## config.mk

```make
export PLATFORM = sky130hd
export DESIGN_NAME = bwps_pattern_source
export DESIGN_NICKNAME = d
export VERILOG_FILES = /design/src/hdl/bwps_pkg.sv /design/src/hdl/bwps_pattern_source.sv
export SDC_FILE = /design/constraint.sdc
export NUM_CORES = 1
export LEC_CHECK = 0
export BUFFER_PORTS_ARGS = -buffer_cell sky130_fd_sc_hd__buf_4
export CORE_MARGIN = 1
export CORE_UTILIZATION = 60
export CTS_BUF_LIST = sky130_fd_sc_hd__clkbuf_4 sky130_fd_sc_hd__clkbuf_8
export DETAILED_ROUTE_END_ITERATION = 8
export GPL_TIMING_DRIVEN = 0
export PLACE_DENSITY_LB_ADDON = 0.1
export SYNTH_ARGS = -nofsm -noshare
export SYNTH_HDL_FRONTEND = slang
export SYNTH_SLANG_ARGS = --single-unit
```

## constraint.sdc

```tcl
create_clock -name sys_clk -period 4.2 [get_ports sys_clk]
set_input_delay 0.84 -clock sys_clk [delete_from_list [all_inputs] [get_ports sys_clk]]
set_output_delay 0.84 -clock sys_clk [all_outputs]
set_load 0.01 [all_outputs]
```

## src/hdl/bwps_pkg.sv

```systemverilog
// Constants and types shared by the pattern-word source block
`default_nettype none
package bwps_pkg;
   // Register indices; byte address is four times the index
   localparam logic [7:0] IDX_CTRL      = 8'h30;
   localparam logic [7:0] IDX_REPEAT    = 8'h33;
   localparam logic [7:0] IDX_STATUS    = 8'h39;
   localparam logic [7:0] IDX_PATTERN_0 = 8'h3C;
   localparam logic [7:0] IDX_PATTERN_1 = 8'h3D;
   localparam logic [7:0] IDX_PATTERN_2 = 8'h3E;
   localparam logic [7:0] IDX_PATTERN_3 = 8'h3F;
   // Control register fields
   localparam int CTRL_MODE_LSB = 0;
   localparam int CTRL_LEN_LSB  = 4;
   // Reset values
   localparam logic [31:0] PATTERN_RST = 32'h0000_0000;
   localparam logic [7:0]  REPEAT_RST  = 8'h00;
   localparam logic [1:0]  MODE_RST    = 2'h0;
   localparam logic [3:0]  LEN_RST     = 4'h0;
   // Word geometry
   localparam logic [4:0] WORD_LAST     = 5'h0F;
   localparam int         WORD_BITS     = 16;
   localparam logic [4:0] REP_LAST_BASE = 5'h10;
   // Pattern selection
   typedef enum logic [1:0] {
      BWPS_MODE_OFF = 2'h0,
      BWPS_MODE_REP = 2'h1,
      BWPS_MODE_ALT = 2'h2
   } bwps_mode_t;
   // Sequencer position
   typedef struct packed {
      logic       word_sel;
      logic [4:0] pos;
      logic [7:0] rep;
   } bwps_seq_t;
   // Captured AHB address phase
   typedef struct packed {
      logic       valid;
      logic       write;
      logic [7:0] idx;
   } bwps_addr_t;
endpackage : bwps_pkg
`default_nettype wire

```

## src/hdl/bwps_pattern_source.sv

```systemverilog
// Pattern word registers, bit sequencers and AHB-Lite slave
//
// Implementation choices: register access over AHB-Lite and the address map.
`default_nettype none
module bwps_pattern_source #(
   parameter int ADDR_W = 32
) (
   // Clock and reset
   input  wire logic              sys_clk,
   input  wire logic              srst,
   // AHB-Lite slave
   input  wire logic              hsel,
   input  wire logic [ADDR_W-1:0] haddr,
   input  wire logic [1:0]        htrans,
   input  wire logic              hwrite,
   input  wire logic [2:0]        hsize,
   input  wire logic [31:0]       hwdata,
   input  wire logic              hready,
   output logic [31:0]            hrdata,
   output logic                   hreadyout,
   output logic                   hresp,
   // Pattern stream to the transmit path
   output logic                   gen_bit,
   // Reference stream for the receive checker
   input  wire logic              chk_advance,
   input  wire logic              chk_restart,
   output logic                   chk_bit,
   // Settings seen by the rest of the tester
   output logic [1:0]             pattern_select,
   output logic [3:0]             pattern_length_field,
   output logic [7:0]             alternate_repeat_count
);

   // Decode needs byte address bits up to 9; refuse narrower buses
   if (ADDR_W < 10) begin : g_addr_w_check
      $error("ADDR_W must be at least 10");
   end

   // One step of the shared sequencer; both streams use this
   function automatic bwps_pkg::bwps_seq_t seq_next(
      input bwps_pkg::bwps_seq_t s,
      input logic [1:0]          mode,
      input logic [3:0]          len,
      input logic [7:0]          count
   );
      bwps_pkg::bwps_seq_t n;
      logic [4:0]          last;
      n    = s;
      last = bwps_pkg::REP_LAST_BASE + {1'b0, len};
      if (mode == bwps_pkg::BWPS_MODE_ALT) begin
         n.pos = s.pos + 5'h01;
         if (s.pos >= bwps_pkg::WORD_LAST) begin
            n.pos = 5'h00;
            n.rep = s.rep + 8'h01;
            if (s.rep >= count) begin
               n.rep      = 8'h00;
               n.word_sel = ~s.word_sel;
            end
         end
      end else if (mode == bwps_pkg::BWPS_MODE_REP) begin
         // Count ignored; wrap at programmed last bit
         n.word_sel = 1'b0;
         n.rep      = 8'h00;
         n.pos      = (s.pos >= last) ? 5'h00 : s.pos + 5'h01;
      end else begin
         n = '0;
      end
      return n;
   endfunction : seq_next

   // Bit under the sequencer; second word is offset by sixteen
   function automatic logic seq_bit(
      input bwps_pkg::bwps_seq_t s,
      input logic [31:0]         pat,
      input logic [1:0]          mode
   );
      logic [4:0] sel;
      sel = s.word_sel ? s.pos + 5'(bwps_pkg::WORD_BITS) : s.pos;
      if (mode != bwps_pkg::BWPS_MODE_REP && mode != bwps_pkg::BWPS_MODE_ALT) begin
         return 1'b0; // Unused select code behaves as off
      end
      return pat[sel];
   endfunction : seq_bit

   // Register state
   logic [31:0]          pattern_q, pattern_d;
   logic [7:0]           repeat_q, repeat_d;
   logic [1:0]           mode_q, mode_d;
   logic [3:0]           len_q, len_d;
   bwps_pkg::bwps_addr_t aph_q, aph_d;
   logic [31:0]          rdata_q, rdata_d;
   logic                 restart;
   bwps_pkg::bwps_seq_t  gen_seq_q, gen_seq_d, chk_seq_q, chk_seq_d;

   // Bus decode and register writes, read data from next values except status, which reads the current gen_seq_q
   always_comb begin
      pattern_d = pattern_q;
      repeat_d  = repeat_q;
      mode_d    = mode_q;
      len_d     = len_q;
      restart   = 1'b0;
      if (aph_q.valid && aph_q.write) begin
         case (aph_q.idx)
            bwps_pkg::IDX_PATTERN_0: pattern_d[7:0]   = hwdata[7:0];
            bwps_pkg::IDX_PATTERN_1: pattern_d[15:8]  = hwdata[7:0];
            bwps_pkg::IDX_PATTERN_2: pattern_d[23:16] = hwdata[7:0];
            bwps_pkg::IDX_PATTERN_3: pattern_d[31:24] = hwdata[7:0];
            bwps_pkg::IDX_REPEAT:    repeat_d = hwdata[7:0];
            bwps_pkg::IDX_CTRL: begin
               // New selection starts both streams at the first word
               mode_d  = hwdata[bwps_pkg::CTRL_MODE_LSB +: 2];
               len_d   = hwdata[bwps_pkg::CTRL_LEN_LSB +: 4];
               restart = 1'b1;
            end
            default: ;
         endcase
      end
      aph_d.valid = hsel && hready && htrans[1];
      aph_d.write = hwrite;
      aph_d.idx   = haddr[9:2];
      rdata_d     = 32'h0000_0000;
      if (aph_d.valid && !hwrite && haddr[ADDR_W-1:10] == '0) begin
         case (aph_d.idx)
            bwps_pkg::IDX_PATTERN_0: rdata_d[7:0] = pattern_d[7:0];
            bwps_pkg::IDX_PATTERN_1: rdata_d[7:0] = pattern_d[15:8];
            bwps_pkg::IDX_PATTERN_2: rdata_d[7:0] = pattern_d[23:16];
            bwps_pkg::IDX_PATTERN_3: rdata_d[7:0] = pattern_d[31:24];
            bwps_pkg::IDX_REPEAT:    rdata_d[7:0] = repeat_d;
            bwps_pkg::IDX_CTRL:      rdata_d[7:0] = {len_d, 2'b00, mode_d};
            bwps_pkg::IDX_STATUS:    rdata_d[13:0] = gen_seq_q;
            default:                 rdata_d = 32'h0000_0000;
         endcase
      end
      if (haddr[ADDR_W-1:10] != '0) begin
         aph_d.valid = 1'b0; // Unmapped: writes dropped, reads zero
      end
   end

   // Register bank; zero wait states, always OKAY
   always_ff @(posedge sys_clk) begin
      if (srst) begin
         pattern_q <= bwps_pkg::PATTERN_RST;
         repeat_q  <= bwps_pkg::REPEAT_RST;
         mode_q    <= bwps_pkg::MODE_RST;
         len_q     <= bwps_pkg::LEN_RST;
         aph_q     <= '0;
         rdata_q   <= 32'h0000_0000;
         hreadyout <= 1'b1;
         hresp     <= 1'b0;
      end else begin
         pattern_q <= pattern_d;
         repeat_q  <= repeat_d;
         mode_q    <= mode_d;
         len_q     <= len_d;
         aph_q     <= aph_d;
         rdata_q   <= rdata_d;
         hreadyout <= 1'b1;
         hresp     <= 1'b0;
      end
   end

   assign hrdata = rdata_q;

   // Sequencers: generator runs every clock, checker on its advance
   logic                gen_bit_d, chk_bit_d;

   always_comb begin
      gen_bit_d = seq_bit(gen_seq_q, pattern_q, mode_q);
      gen_seq_d = seq_next(gen_seq_q, mode_q, len_q, repeat_q);
      chk_bit_d = chk_bit;
      chk_seq_d = chk_seq_q;
      if (chk_advance) begin
         // Checker walks the very same sequence
         chk_bit_d = seq_bit(chk_seq_q, pattern_q, mode_q);
         chk_seq_d = seq_next(chk_seq_q, mode_q, len_q, repeat_q);
      end
      if (restart) begin
         gen_seq_d = '0;
         chk_seq_d = '0;
      end
      if (chk_restart) begin
         // Slip back to the first word so the checker can relock
         chk_seq_d = '0;
      end
   end

   // Stream registers; outputs come straight from these
   always_ff @(posedge sys_clk) begin
      if (srst) begin
         gen_seq_q <= '0;
         chk_seq_q <= '0;
         gen_bit   <= 1'b0;
         chk_bit   <= 1'b0;
      end else begin
         gen_seq_q <= gen_seq_d;
         chk_seq_q <= chk_seq_d;
         gen_bit   <= gen_bit_d;
         chk_bit   <= chk_bit_d;
      end
   end

   assign pattern_select         = mode_q;
   assign pattern_length_field   = len_q;
   assign alternate_repeat_count = repeat_q;
endmodule : bwps_pattern_source
`default_nettype wire

```

# [Word-level counts from Yosys, hierarchy flattened]
# Cells that the tools add are included.
[op_classes] reduce_logical=17 n_bitwise=4 add_sub_neg=7 n_mux=37 n_eq_ne=21 magnitude_cmp=8
[op_table] op="8-bit by 6-bit == test with 1-bit output (second input constant)" n=13
[op_table] op="8-bit two-way mux" n=8
[op_table] op="14-bit two-way mux" n=4
[op_table] op="8-bit case mux with 7 select lines" n=1
[op_table] op="32-bit two-way mux" n=1
[op_table] op="13-bit two-way mux" n=2
[op_table] op="22-bit logical NOT" n=1
[op_table] op="22-bit nonzero test" n=1
[op_table] op="5-bit two-way mux" n=4
[op_table] op="8-bit by 1-bit adder with 8-bit output (second input constant)" n=2
[op_table] op="8-bit greater-or-equal comparator" n=2
[op_table] op="5-bit by 6-bit < comparator with 1-bit output (second input constant)" n=2
[op_table] op="1-bit two-way mux" n=11
[op_table] op="5-bit by 1-bit adder with 5-bit output (second input constant)" n=2
[op_table] op="5-bit adder (second input constant)" n=2
[op_table] op="1-bit binary-select mux with 5-bit select" n=2
[op_table] op="5-bit by 4-bit greater-or-equal comparator with 1-bit output (second input constant)" n=2
[op_table] op="5-bit greater-or-equal comparator" n=2
[op_table] op="2-bit by 1-bit != test with 1-bit output (second input constant)" n=5
[op_table] op="4-bit two-way mux" n=2
[op_table] op="1-bit logical AND" n=6
[op_table] op="2-bit OR reduction" n=3
[op_table] op="3-bit OR reduction" n=2
[op_table] op="5-bit by 4-bit adder with 5-bit output (first input constant)" n=1
[op_table] op="8 further kinds" n=13
[totals] inputBits=76 elab_cells=112 ff_bits=118

# [Logic depth before layout (Yosys ltp)]
[depth] word_depth=6 depth_mapped=9 mapped_depth_nobuf=9

# [Least setup slack after synthesis]
# OpenSTA, ideal clock, no wires.
[synth_path] kind="input -> register" from="input port haddr[25]" to="register rdata_q[1], in the netlist hrdata[1]" required_time_ns=4.124 cell_stages=4 arrival_ns=2.267 setup_slack_ns=1.857 n_path_buf=0 setup_time_ns=0.076 cell_sequence="or4_1 -> nor4_1 -> nand3_1 -> a21oi_1"
[synth_via] elab_chain_len=4
[synth_rtl] item="from (decl)" line="bwps_pattern_source.sv:13" rtl="input wire logic [ADDR_W-1:0] haddr,"
[synth_rtl] item="22-bit logical NOT" line="bwps_pattern_source.sv:122" rtl="if (aph_d.valid && !hwrite && haddr[ADDR_W-1:10] == '0) begin"
[synth_rtl] item="1-bit logical AND" line="bwps_pattern_source.sv:122"
[synth_rtl] item="1-bit inverter (no source line)"
[synth_rtl] item="2-bit OR reduction (no source line)"
[synth_rtl] item="to (signal assigned)" line="bwps_pattern_source.sv:156" rtl="rdata_q <= rdata_d;"
[synth_rtl] item="to (decl)" line="bwps_pattern_source.sv:91" rtl="logic [31:0] rdata_q, rdata_d;"
# Every way passes these cells.
# A chain may end at the register's enable or synchronous reset.

# [Worst setup path after layout]
[layout_path] from="input port haddr[22]" to="register rdata_q[1], in the netlist hrdata[1]"
# The elaborated chain is that of the path after synthesis.

==> results.cfg <==
[global_routing]
grt_pass1_wl_mm = 23.5
grtUsageTotal_pct = 32.2
grt_max_degree = 17
grt_pass1_vias = 4504
antenna_found_initial = 0
overflow = 0

[synthesis]
synth.area.mux_share_pct = 17.1
yosys_warnings = 0
yosys.area_share.simple_pct = 20.8
ys_ff_latch = 100
synthTopCellsByArea = dfxtp_1 37%, mux2i_1 9.2%, mux4_2 7.9%, ha_1 7.4%, nor2_1 6.4%
syn_avg_cell_area_um2 = 9.31
synth_ff_type = dfxtp_1
ys_types = 53
synth_fa_ha_area_share_pct = 7.39
yosysTopAreaCell = dfxtp_1
synth_top_family_by_area = simple AND/OR/NAND/NOR gates
synth-edff-count = 0
synth.top_cell.area_share_pct = 36.9
syn_area_mm2 = 0.00542
yosysSeqAreaShare_pct = 36.9
synth-xor-area-share_pct = 1.78
synth-compound-area-share_pct = 9.21
ys_async_sr_fraction_pct = 0
synth_cells = 582

[sta]
rsz0062_at_grt = false
slew_violations = 0
max_freq_mhz = 370
period_minus_slack_ns = 2.70
tns_ns = 0
relSlewSlack_pct = 30.5
setup_viol = 0
post-route-period-util_pct = 64.3
fin_worst_skew_ns = 0.0143
final_hold_viol_count = 0
worst_slew_pin_slew_ns = 1.03

[place]
dp_hpwl_mm = 11.5
port_buffers = 72
place_congestion = 1.03

[power]
pwr-share-comb_pct = 5.8
power.switching_mw = 0.398
pwr-share-clk_pct = 39.6
p_per_area_mw_per_mm2 = 274
cellLeakagePower_nw = 2.57
total_power_mw = 1.75
p_int_mw = 1.35
power_frac_seq_pct = 54.5
power_switching_share_pct = 22.7
ir_drop_uv = 208

[clock_network]
worstSkewPairLatency_ns = 0.38
postCtsHoldBufs = 0
clkSinkCount = 100
cts_resized = 0
cts_tree = built
cts-root-buf = clkbuf_8
htreeDepth = 3
clockBufferDepth = 2
clk_pin_slew_ns = 0.09
cts_setup_buffers = 0
numCtsBuffers = 9

[worst_setup_path]
critPathMaxFanout = 8
arrival_ns = 3.00
endpoint_kind = register
startpoint_type = input port
crit_path_cell_trace = buf_4 -> nor4_1 -> nand4_1 -> nor4_2 -> nand3_1 -> a21oi_1
required_ns = 4.50
crit_path_top_delay_cell = nor4_2
critPathKind = input port to register
slowest_delay_ns = 0.88

[finish]
nets = 791
layout_common_cells = 100 x dfxtp_1, 94 x buf_4, 93 x nor2_1, 50 x mux2i_1, 32 x ha_1
area_delta_synth_final_pct = 17.9
diodes = 0
final_common_cell = dfxtp_1
drive_gt1_share_pct = 20.6

[detailed_routing]
avgRoutedWirePerCell_um = 18.8
viasPerCell = 5.98
drt-total-wl_mm = 14.9
ant_nets = 0
dr.pass1.iters = 5
drt_iter0_drc = 293
drc = 0
vias = 4764

[flow_run]
max_cap_viol_count = 0

[die]
top_level_ports = 126
std_cell_rows = 34
die-area_mm2 = 0.00942
start_util_pct = 62.1
die_y_um = 97.0
die_x_um = 97.0
core_area_mm2 = 0.00872

[worst_hold_path]
worst_hold_path_type = register to register

[outcome]
status = finished, final reports clean
-- power by group through the flow --
stage	registers [mW]	clock network [mW]	logic [mW]
final	0.955	0.695	0.102
after global routing	0.956	0.729	0.110
after CTS	0.955	0.701	0.100
after detailed placement	0.977	0	0.100
after global placement	0.977	0	0.0978
after floorplan	0.976	0	0.0515
-- cells by family (layout without fill, tap and decap cells) --
family | after synthesis | count (layout)
AOI/OAI and AO/OA | 78 | 78
xor gates and xnor gates | 11 | 11
other | 2 | 20
buffers and inverters | 68 | 156
and+or+nand+nor | 222 | 222
adders and majority gates | 32 | 32
DFF | 100 | 100
muxes | 69 | 69
-- worst paths after layout --
kind,startpoint,end,slack (ns),cells past startpoint
worst max-delay path,haddr[22],hrdata[1],1.50,6
worst min-delay path,chk_bit,chk_bit,0.48,2
worst max register to register,chk_seq_q[8],chk_seq_q[12],1.60,9
worst min register to register,chk_bit,chk_bit,0.48,2
-- metal layers --
layer	GRT usage [%]	share of wire (%)	vias up
li1	-	-	2246
met1	41.7	42	2269
met2	54.0	48	214
met3	6.07	7.5	35
met4	10.6	2.2	0
met5	0	0	-
-- stage by stage --
step | utilization (%) | setup slack, ns | hold WS, ns | area, um^2 | cells
after detailed placement | 70.7 | 1.15 | 0.465 | 6170 | 780
after global routing | 73.3 | 1.38 | 0.503 | 6390 | 796
after floorplan | - | 1.86 | 0.468 | 5490 | 600
after global placement | 70.7 | 0.596 | 0.465 | 6160 | 780
after CTS | 73.3 | 1.52 | 0.480 | 6390 | 796
final | 73.3 | 1.50 | 0.479 | 6390 | 796
-- area by class of cell --
cell class	count	area [um^2]
multi-input combinational	432	3130
inverter	24	90.1
timing repair buffer	72	541
clock inverter	5	83.8
sequential	100	2000
clock buffer	11	139
buffer	44	269
tap	108	135
fill	679	2330
-- sequential cells by signal (all words and copies together), names as in the netlist --
name and count:
alternate_repeat_count 8, pattern_select 2, gen_seq_q 14, chk_seq_q 14, pattern_q 32, aph_q 10, pattern_length_field 4, gen_bit 1
hrdata 14, chk_bit 1
-- synth_stat cells, types with 2 or more instances --
| library cell | instances |
|---|---|
| o21ai_1 | 2 |
| nor3_1 | 11 |
| o21ai_0 | 19 |
| xor2_1 | 5 |
| nand3b_1 | 6 |
| a31oi_1 | 2 |
| a211o_1 | 4 |
| a21o_1 | 5 |
| clkbuf_1 | 14 |
| buf_2 | 5 |
| or4_1 | 2 |
| a211oi_1 | 5 |
| nand3_1 | 12 |
| or3_1 | 2 |
| nor3_2 | 2 |
| nor3b_1 | 3 |
| nand4bb_1 | 2 |
| nand2_1 | 28 |
| nor2_1 | 93 |
| dfxtp_1 | 100 |
| mux2i_1 | 50 |
| conb_1 | 2 |
| xnor2_1 | 6 |
| buf_4 | 22 |
| a21oi_1 | 15 |
| and2_1 | 5 |
| buf_6 | 2 |
| nor4b_1 | 2 |
| nor2b_1 | 13 |
| and3_1 | 13 |
| ha_1 | 32 |
| mux4_2 | 19 |
| nand2b_1 | 6 |
| nor4_1 | 10 |
| nand4_1 | 6 |
| inv_1 | 24 |
| o22ai_1 | 17 |
-- worst max-delay path, delay by kind of cell --
family                 cells  cell delay, ns
and+or+nand+nor            4            1.82
AOI/OAI and AO/OA          1            0.23
buffers and inverters      1            0.11
Note: power is estimated with default switching activity, not from simulation.
